**src/include/arbiter_consts.svh**
```systemverilog
// Purpose: timing-free constants for the shared bus priority arbiter
// Assumes: included by bare name from the design files
// Notes:   priority numbers are three bits wide; a lower number is a stronger claim
`ifndef ARBITER_CONSTS_SVH
`define ARBITER_CONSTS_SVH

// ****************************************************************
// widths and number of request lines
// ****************************************************************
`define ARB_PRIO_W          3
`define ARB_LINE_W          3
`define ARB_NUM_LINES       6

// ****************************************************************
// request line positions
// ****************************************************************
`define ARB_LINE_MEM_LOWER_A 3'h0
`define ARB_LINE_MEM_LOWER_B 3'h1
`define ARB_LINE_MEM_UPPER_A 3'h2
`define ARB_LINE_MEM_UPPER_B 3'h3
`define ARB_LINE_SELCH       3'h4
`define ARB_LINE_PROC        3'h5

// ****************************************************************
// usual jumper settings and the step to a memory card's second number
// ****************************************************************
`define ARB_PRIO_MEM_LOWER  3'h0
`define ARB_PRIO_MEM_UPPER  3'h2
`define ARB_PRIO_SELCH      3'h4
`define ARB_PRIO_PROC       3'h5
`define ARB_PRIO_STEP       3'h1

`endif

```
**src/include/arbiter_pkg.sv**
```systemverilog
// Purpose: types used by the arbiter; its processor-side access logic uses none of them
// Assumes: arbiter_consts.svh gives the widths
// Notes:   no constants live here, only types
`include "arbiter_consts.svh"

package arbiter_pkg;

    typedef logic [`ARB_PRIO_W-1:0] prio_t;
    typedef logic [`ARB_LINE_W-1:0] line_t;

    typedef enum logic {
        ARB_IDLE,
        ARB_OWNED
    } arb_state_t;

endpackage

```
**src/processor_local_access.sv**
```systemverilog
// Purpose: local access logic of the processor module in front of the shared bus
// Assumes: bus_gnt comes from a flip-flop in the arbiter
// Notes:   the io processor always beats the cpu; the choice freezes while granted
`timescale 1ns/100ps

module processor_local_access (
    input  wire logic mclk,
    input  wire logic rst_n,
    input  wire logic io_processor_req,
    input  wire logic cpu_req,
    input  wire logic bus_gnt,
    output logic      proc_req,
    output logic      io_processor_gnt,
    output logic      cpu_gnt
);

    // ****************************************************************
    // local contention
    // ****************************************************************
    logic pick_iop_q;
    logic pick_iop_d;

    // the pick follows the requests until the bus is ours, then holds,
    // so ownership cannot slide from cpu to io processor mid-transfer
    assign pick_iop_d = bus_gnt ? pick_iop_q : io_processor_req;

    always_ff @(posedge mclk) begin
        if (!rst_n) begin
            pick_iop_q <= 1'b0;
        end else begin
            pick_iop_q <= pick_iop_d;
        end
    end

    // ****************************************************************
    // request toward the arbiter and local grants
    // ****************************************************************
    wire owner_req = pick_iop_q ? io_processor_req : cpu_req;

    // while granted only the local owner's request keeps the bus held
    assign proc_req         = bus_gnt ? owner_req : (io_processor_req | cpu_req);
    assign io_processor_gnt = bus_gnt & pick_iop_q;
    assign cpu_gnt          = bus_gnt & ~pick_iop_q;

endmodule

```
**src/shared_bus_priority_arbiter.sv**
```systemverilog
// Purpose: fixed-priority arbiter for the shared system transfer bus
// Assumes: all inputs synchronous to mclk; jumpers stable while rst_n is low
// Notes:   one cycle from request to grant; handover is seamless except between io processor and cpu, which takes one extra cycle
`timescale 1ns/100ps
`include "arbiter_consts.svh"

// How it works
// - only one request line ever holds the bus; grants come from one owner index.
// - among simultaneous requesters the strongest claim wins the free bus.
// - a loser waits until the owner drops its request; the owner drops when done.
// - every priority number comes from jumper inputs caught during reset, never software.
// - the smaller priority number beats the larger one.
// - processor module jumpers usually set number 5, the weakest claim.
// - lower memory card answers its jumper number and the next, usually 0 and 1.
// - upper memory card answers its jumper number and the next, usually 2 and 3.
// - banks 0-7 and 8-15 each have their own memory control card request pair.
// - selector channel requests count only when installed, usually at number 4.
// - inside the processor module the io processor always beats the cpu.
module shared_bus_priority_arbiter (
    input  wire logic                   mclk,
    input  wire logic                   rst_n,
    input  wire logic [`ARB_PRIO_W-1:0] mem_lower_jumper,
    input  wire logic [`ARB_PRIO_W-1:0] mem_upper_jumper,
    input  wire logic [`ARB_PRIO_W-1:0] selch_jumper,
    input  wire logic [`ARB_PRIO_W-1:0] proc_jumper,
    input  wire logic                   selch_installed,
    input  wire logic [1:0]             mem_lower_req,
    input  wire logic [1:0]             mem_upper_req,
    input  wire logic                   selch_req,
    input  wire logic                   io_processor_req,
    input  wire logic                   cpu_req,
    output logic      [1:0]             mem_lower_gnt,
    output logic      [1:0]             mem_upper_gnt,
    output logic                        selch_gnt,
    output logic                        io_processor_gnt,
    output logic                        cpu_gnt,
    output logic                        bus_busy,
    output logic      [`ARB_PRIO_W-1:0] bus_owner_num
);

    localparam int NL = `ARB_NUM_LINES;

    // ****************************************************************
    // jumper capture
    // ****************************************************************
    arbiter_pkg::prio_t mem_lower_prio_q;
    arbiter_pkg::prio_t mem_upper_prio_q;
    arbiter_pkg::prio_t selch_prio_q;
    arbiter_pkg::prio_t proc_prio_q;
    logic               selch_present_q;

    // jumpers are straps: they follow the pins while reset is held and
    // freeze at release, so a bumped jumper cannot reorder a live bus
    always_ff @(posedge mclk) begin
        if (!rst_n) begin
            mem_lower_prio_q <= mem_lower_jumper;
            mem_upper_prio_q <= mem_upper_jumper;
            selch_prio_q     <= selch_jumper;
            proc_prio_q      <= proc_jumper;
            selch_present_q  <= selch_installed;
        end
    end

    // ****************************************************************
    // request lines and their priority numbers
    // ****************************************************************
    logic                     proc_req;
    logic [NL-1:0]            line_req;
    arbiter_pkg::prio_t       line_num [NL];

    // each memory control card claims its jumper number and the one after
    assign line_num[`ARB_LINE_MEM_LOWER_A] = mem_lower_prio_q;
    assign line_num[`ARB_LINE_MEM_LOWER_B] = mem_lower_prio_q + `ARB_PRIO_STEP;
    assign line_num[`ARB_LINE_MEM_UPPER_A] = mem_upper_prio_q;
    assign line_num[`ARB_LINE_MEM_UPPER_B] = mem_upper_prio_q + `ARB_PRIO_STEP;
    assign line_num[`ARB_LINE_SELCH]       = selch_prio_q;
    assign line_num[`ARB_LINE_PROC]        = proc_prio_q;

    // two separate cards, so the lower and upper banks request independently
    assign line_req[`ARB_LINE_MEM_LOWER_A] = mem_lower_req[0];
    assign line_req[`ARB_LINE_MEM_LOWER_B] = mem_lower_req[1];
    assign line_req[`ARB_LINE_MEM_UPPER_A] = mem_upper_req[0];
    assign line_req[`ARB_LINE_MEM_UPPER_B] = mem_upper_req[1];
    // an absent channel must not win on a floating request pin
    assign line_req[`ARB_LINE_SELCH]       = selch_req & selch_present_q;
    assign line_req[`ARB_LINE_PROC]        = proc_req;

    // ****************************************************************
    // priority comparison
    // ****************************************************************
    // tie on equal numbers (jumper mistake) goes to the lower line index,
    // which keeps a single winner instead of a double grant
    function automatic logic beats(input arbiter_pkg::prio_t num_a,
                                   input int                 idx_a,
                                   input arbiter_pkg::prio_t num_b,
                                   input int                 idx_b);
        beats = (num_a < num_b) || ((num_a == num_b) && (idx_a < idx_b));
    endfunction

    function automatic arbiter_pkg::line_t onehot_index(input logic [NL-1:0] v);
        onehot_index = '0;
        for (int k = NL - 1; k >= 0; k--) begin
            if (v[k]) begin
                onehot_index = k[`ARB_LINE_W-1:0];
            end
        end
    endfunction

    logic [NL-1:0] line_win;

    for (genvar gi = 0; gi < NL; gi++) begin : g_line
        logic [NL-1:0] beaten_by;
        for (genvar gj = 0; gj < NL; gj++) begin : g_rival
            if (gj == gi) begin : g_self
                assign beaten_by[gj] = 1'b0;
            end else begin : g_other
                assign beaten_by[gj] = line_req[gj]
                                       && beats(line_num[gj], gj, line_num[gi], gi);
            end
        end
        assign line_win[gi] = line_req[gi] && ~|beaten_by;
    end

    wire                 any_win = |line_win;
    arbiter_pkg::line_t  win_idx;
    assign win_idx = onehot_index(line_win);

    // ****************************************************************
    // ownership state
    // ****************************************************************
    arbiter_pkg::arb_state_t state_q;
    arbiter_pkg::arb_state_t state_d;
    arbiter_pkg::line_t      owner_q;
    arbiter_pkg::line_t      owner_d;
    logic [NL-1:0]           gnt_q;
    logic [NL-1:0]           gnt_d;
    arbiter_pkg::prio_t      owner_num_q;

    wire owner_holds = line_req[owner_q];

    always_comb begin
        state_d = state_q;
        owner_d = owner_q;
        case (state_q)
            arbiter_pkg::ARB_IDLE: begin
                if (any_win) begin
                    state_d = arbiter_pkg::ARB_OWNED;
                    owner_d = win_idx;
                end
            end
            arbiter_pkg::ARB_OWNED: begin
                // a stronger newcomer cannot preempt; only release frees the bus
                if (!owner_holds) begin
                    if (any_win) begin
                        owner_d = win_idx;
                    end else begin
                        state_d = arbiter_pkg::ARB_IDLE;
                    end
                end
            end
            default: begin
                state_d = arbiter_pkg::ARB_IDLE;
            end
        endcase
    end

    // grants are decoded from a single owner index, never more than one bit
    assign gnt_d = (state_d == arbiter_pkg::ARB_OWNED)
                   ? (NL'(1) << owner_d) : '0;

    always_ff @(posedge mclk) begin
        if (!rst_n) begin
            state_q     <= arbiter_pkg::ARB_IDLE;
            owner_q     <= '0;
            gnt_q       <= '0;
            owner_num_q <= '0;
        end else begin
            state_q     <= state_d;
            owner_q     <= owner_d;
            gnt_q       <= gnt_d;
            owner_num_q <= line_num[owner_d];
        end
    end

    // ****************************************************************
    // processor module local access
    // ****************************************************************
    processor_local_access u_proc_access (
        .mclk             (mclk),
        .rst_n            (rst_n),
        .io_processor_req (io_processor_req),
        .cpu_req          (cpu_req),
        .bus_gnt          (gnt_q[`ARB_LINE_PROC]),
        .proc_req         (proc_req),
        .io_processor_gnt (io_processor_gnt),
        .cpu_gnt          (cpu_gnt)
    );

    // ****************************************************************
    // outputs
    // ****************************************************************
    assign mem_lower_gnt = {gnt_q[`ARB_LINE_MEM_LOWER_B], gnt_q[`ARB_LINE_MEM_LOWER_A]};
    assign mem_upper_gnt = {gnt_q[`ARB_LINE_MEM_UPPER_B], gnt_q[`ARB_LINE_MEM_UPPER_A]};
    assign selch_gnt     = gnt_q[`ARB_LINE_SELCH];
    assign bus_busy      = (state_q == arbiter_pkg::ARB_OWNED);
    assign bus_owner_num = owner_num_q;

endmodule

```
**config.mk**
```make
export PLATFORM = sky130hd
export DESIGN_NAME = shared_bus_priority_arbiter
export DESIGN_NICKNAME = d
export VERILOG_FILES = /design/src/include/arbiter_pkg.sv /design/src/processor_local_access.sv /design/src/shared_bus_priority_arbiter.sv
export VERILOG_INCLUDE_DIRS = /design/src /design/src/include
export SDC_FILE = /design/constraint.sdc
export NUM_CORES = 1
export LEC_CHECK = 0
export BUFFER_PORTS_ARGS = -buffer_cell sky130_fd_sc_hd__buf_4
export CAP_MARGIN = 30
export CORE_AREA = 4 4 77 79
export DETAILED_ROUTE_END_ITERATION = 10
export DIE_AREA = 0 0 81 83
export GPL_ROUTABILITY_DRIVEN = 0
export GPL_TIMING_DRIVEN = 0
export PLACE_DENSITY_LB_ADDON = 0.08
export SETUP_SLACK_MARGIN = 0.4
export SYNTH_ARGS = -nofsm -noshare
export SYNTH_HDL_FRONTEND = slang
export SYNTH_SLANG_ARGS = --single-unit
```
**constraint.sdc**
```tcl
create_clock -name mclk -period 8.8 [get_ports mclk]
set_input_delay 1.76 -clock mclk [delete_from_list [all_inputs] [get_ports mclk]]
set_output_delay 1.76 -clock mclk [all_outputs]
set_load 0.005 [all_outputs]
```
==> flow_metrics.tcl <==
set metrics [dict create \
    cts_root_buf "clkbuf_8" \
    crit_path_end_kind "register" \
    cp_cell_sequence "ha_1 -> ha_1 -> ha_1 -> and3_1 -> a211oi_1 -> nor2_1 -> or4_1 -> and2_4 -> a31oi_2 -> mux2i_1 -> buf_2 -> mux4_2 -> o2bb2ai_1" \
    worstSetupPathType "register to register" \
    synth.area.top_cells "ha_1, edfxtp_1, dfxtp_1" \
    fin_tns_setup_ns 0 \
    cts_resized 0 \
    cts_buffer_depth 2 \
    ys_types 62 \
    ir_drop_uv 105 \
    drtPass1Iterations 4 \
    std_cell_rows 27 \
    synth_seq_cells 27 \
    mostFrequentLayoutCell "ha_1" \
    layout_min_cycle_time_ns 4.29 \
    startpoint_type "register" \
    path_clk_slew_ns 0.09 \
    min_path_type "register to register" \
    worst_pin_slew_ns 0.644 \
    syn-cell-area_um2 2370 \
    postSynth.asyncResetShare_pct 0 \
    pre_cts_slack_ns 4.24 \
    setup_viol 0 \
    p_leak_nw 1.23 \
    ys.flop_type "dfxtp_1" \
    grt_first_pass_wirelength_um 10300 \
    vias 2105 \
    synth-compound-area-share_pct 21.2 \
    finalPower_uw 496 \
    status "finished, final reports clean" \
    synth-edff-count 13 \
    num_antenna_cells 0 \
    nets 355 \
    vias_per_cell 5.81 \
    synth-adder-area-share_pct 22.1 \
    io_buffers 32 \
    synthSimpleGateAreaFrac_pct 17.1 \
    worst-path-buf-inv 1 \
    slew_violations 0 \
    coreArea_um2 5340 \
    setup_slack_ns 4.51 \
    hpwl_um 4860 \
    cts_inserted_buffers 3 \
    final_antenna_net_count 0 \
    yosysTopAreaCellShare_pct 22.1 \
    crit_top_cell "ha_1" \
    power.density_nw_per_um2 180 \
    maxCapViolCount 0 \
    ioPinCount 33 \
    rsz0062_at_grt "false" \
    drive_gt1_share_pct 17.6 \
    die_area_um2 6720 \
    cp_slowest_stage_delay_ns 0.58 \
    area_delta_synth_final_pct 15.9 \
    crit_arrival_ns 4.46 \
    synth.avg_cell_area_um2 9.35 \
    wl_um 6000 \
    antenna_found_initial 0 \
    drt_iter0_drc 191 \
    ys_seq_area_share_pct 28.2 \
    synth_top_family_by_area "adder cells" \
    cpLargestDelayFamily "adder cells" \
    mostFrequentLayoutCells "ha_1, buf_4, inv_1, nor2_1, nand2_1" \
    crit_slowest_cell "edfxtp_1" \
    synth_top_area_cell "ha_1" \
    cts_htree_levels 1 \
    synthCells 254 \
    cts_tree "done" \
    critPathRequiredTime_ns 8.97 \
    clock_latency_ns 0.27 \
    start_util_pct 44.5 \
    muxShareOfSynthArea_pct 4.95 \
    drc_errors 0 \
    grt_pass1_vias 2109 \
    critPathMaxFanout 10 \
    fin_crit_sh_pct 48.7 \
    grt_max_degree 19 \
    grt_use_total_pct 19.4 \
    finalClockSkew_ns 0.00412 \
    clock_sinks 27 \
    wire_per_inst_um 16.6 \
    hold_violations 0 \
    ctsHoldBuffers 0 \
    maxSlewHeadroom_pct 57.0 \
    synth-xor-area-share_pct 1.11 \
    die_x_um 81 \
    die_y_um 83 \
    post_cts_buffers 0 \
    synth_nets 318 \
    grt-ovfl-total 0 \
    yosys_warnings 0 \
    fmax_mhz 233 \
]
-- layer usage --
metal  up-vias  wire length, um  global-route usage [%]
met2        54             2900                    31.7
met3         6              313                    1.84
met4         0               60                    3.69
met1      1002             2730                    27.5
li1       1043                -                       -
met5         -                0                       0
-- cell families after synthesis --
| group | after synthesis |
|---|---|
| DFF | 27 |
| adders and majority gates | 42 |
| AOI/OAI and AO/OA | 63 |
| buffers and inverters | 33 |
| muxes | 8 |
| xor gates and xnor gates | 3 |
| and+or+nand+nor | 78 |
-- stage by stage --
step                      cells  area (um^2)  hold WS, ns  util, %
after floorplan             254         2370        0.510        -
after global placement      358         2710        0.541     50.7
after detailed placement    358         2710        0.545     50.7
after CTS                   362         2750        0.570     51.6
after global routing        362         2750        0.608     51.6
final                       362         2750        0.568     51.6
-- final timing paths --
| kind | from | endpoint | slack (ns) | cells after the start |
|---|---|---|---|---|
| max | mem_lower_prio_q[1]$_DFFE_PN_ | bus_owner_num[2]$_SDFF_PN0_ | 4.51 | 13 |
| min | proc_prio_q[1]$_DFFE_PN_ | bus_owner_num[1]$_SDFF_PN0_ | 0.57 | 2 |
| max reg2reg | mem_lower_prio_q[1]$_DFFE_PN_ | bus_owner_num[2]$_SDFF_PN0_ | 4.51 | 13 |
| min reg2reg | proc_prio_q[1]$_DFFE_PN_ | bus_owner_num[1]$_SDFF_PN0_ | 0.57 | 2 |
-- worst min-delay path: cells and delay by family, from the launching register on --
| family | cells | cell delay [ns] |
|---|---|---|
| flip-flops | 1 | 0.35 |
| AO/OA/AOI/OAI | 1 | 0.13 |
| multiplexers | 1 | 0.07 |
-- Yosys cell counts, types with 2 or more instances --
master and instances:
o221ai_1 2, a21oi_1 10, nor2b_1 3, and2_1 3, o2bb2ai_1 3, nor2_1 17
nand4_1 4, mux2i_1 5, mux4_2 3, dfxtp_1 14, nand2b_1 2, ha_1 42
o41ai_1 3, xnor2_1 2, inv_2 3, a31oi_1 3, edfxtp_1 13, and3_1 3
nand3b_1 3, a221oi_1 3, o21ai_0 9, nor3_1 9, nand2_1 16, a211oi_1 5
inv_1 28, nand3_1 8, o21a_1 3
-- state kept, by name, indices dropped and copies added, names as in the netlist --
signal	flops
mem_lower_prio_q	3
selch_prio_q	3
u_proc_access.pick_iop_q	1
bus_owner_num	3
proc_prio_q	3
mem_upper_prio_q	3
gnt_q	6
selch_present_q	1
bus_busy	1
owner_q	3
-- layout make-up --
cell class | instances | area, um^2
Buffer | 2 | 8.76
Clock buffer | 3 | 41.3
Clock inverter | 1 | 6.26
Fill cell | 548 | 2580
Inverter | 31 | 116
Multi-Input combinational cell | 194 | 1580
Sequential cell | 27 | 671
Tap cell | 72 | 90.1
Timing Repair Buffer | 32 | 240
-- power breakdown --
part / internal (mW) / switching [mW]
registers: 0.155 / 0.0187
clock network: 0.0323 / 0.0380
logic: 0.120 / 0.133
total: 0.307 / 0.190
(Power assumes the default switching activity.)
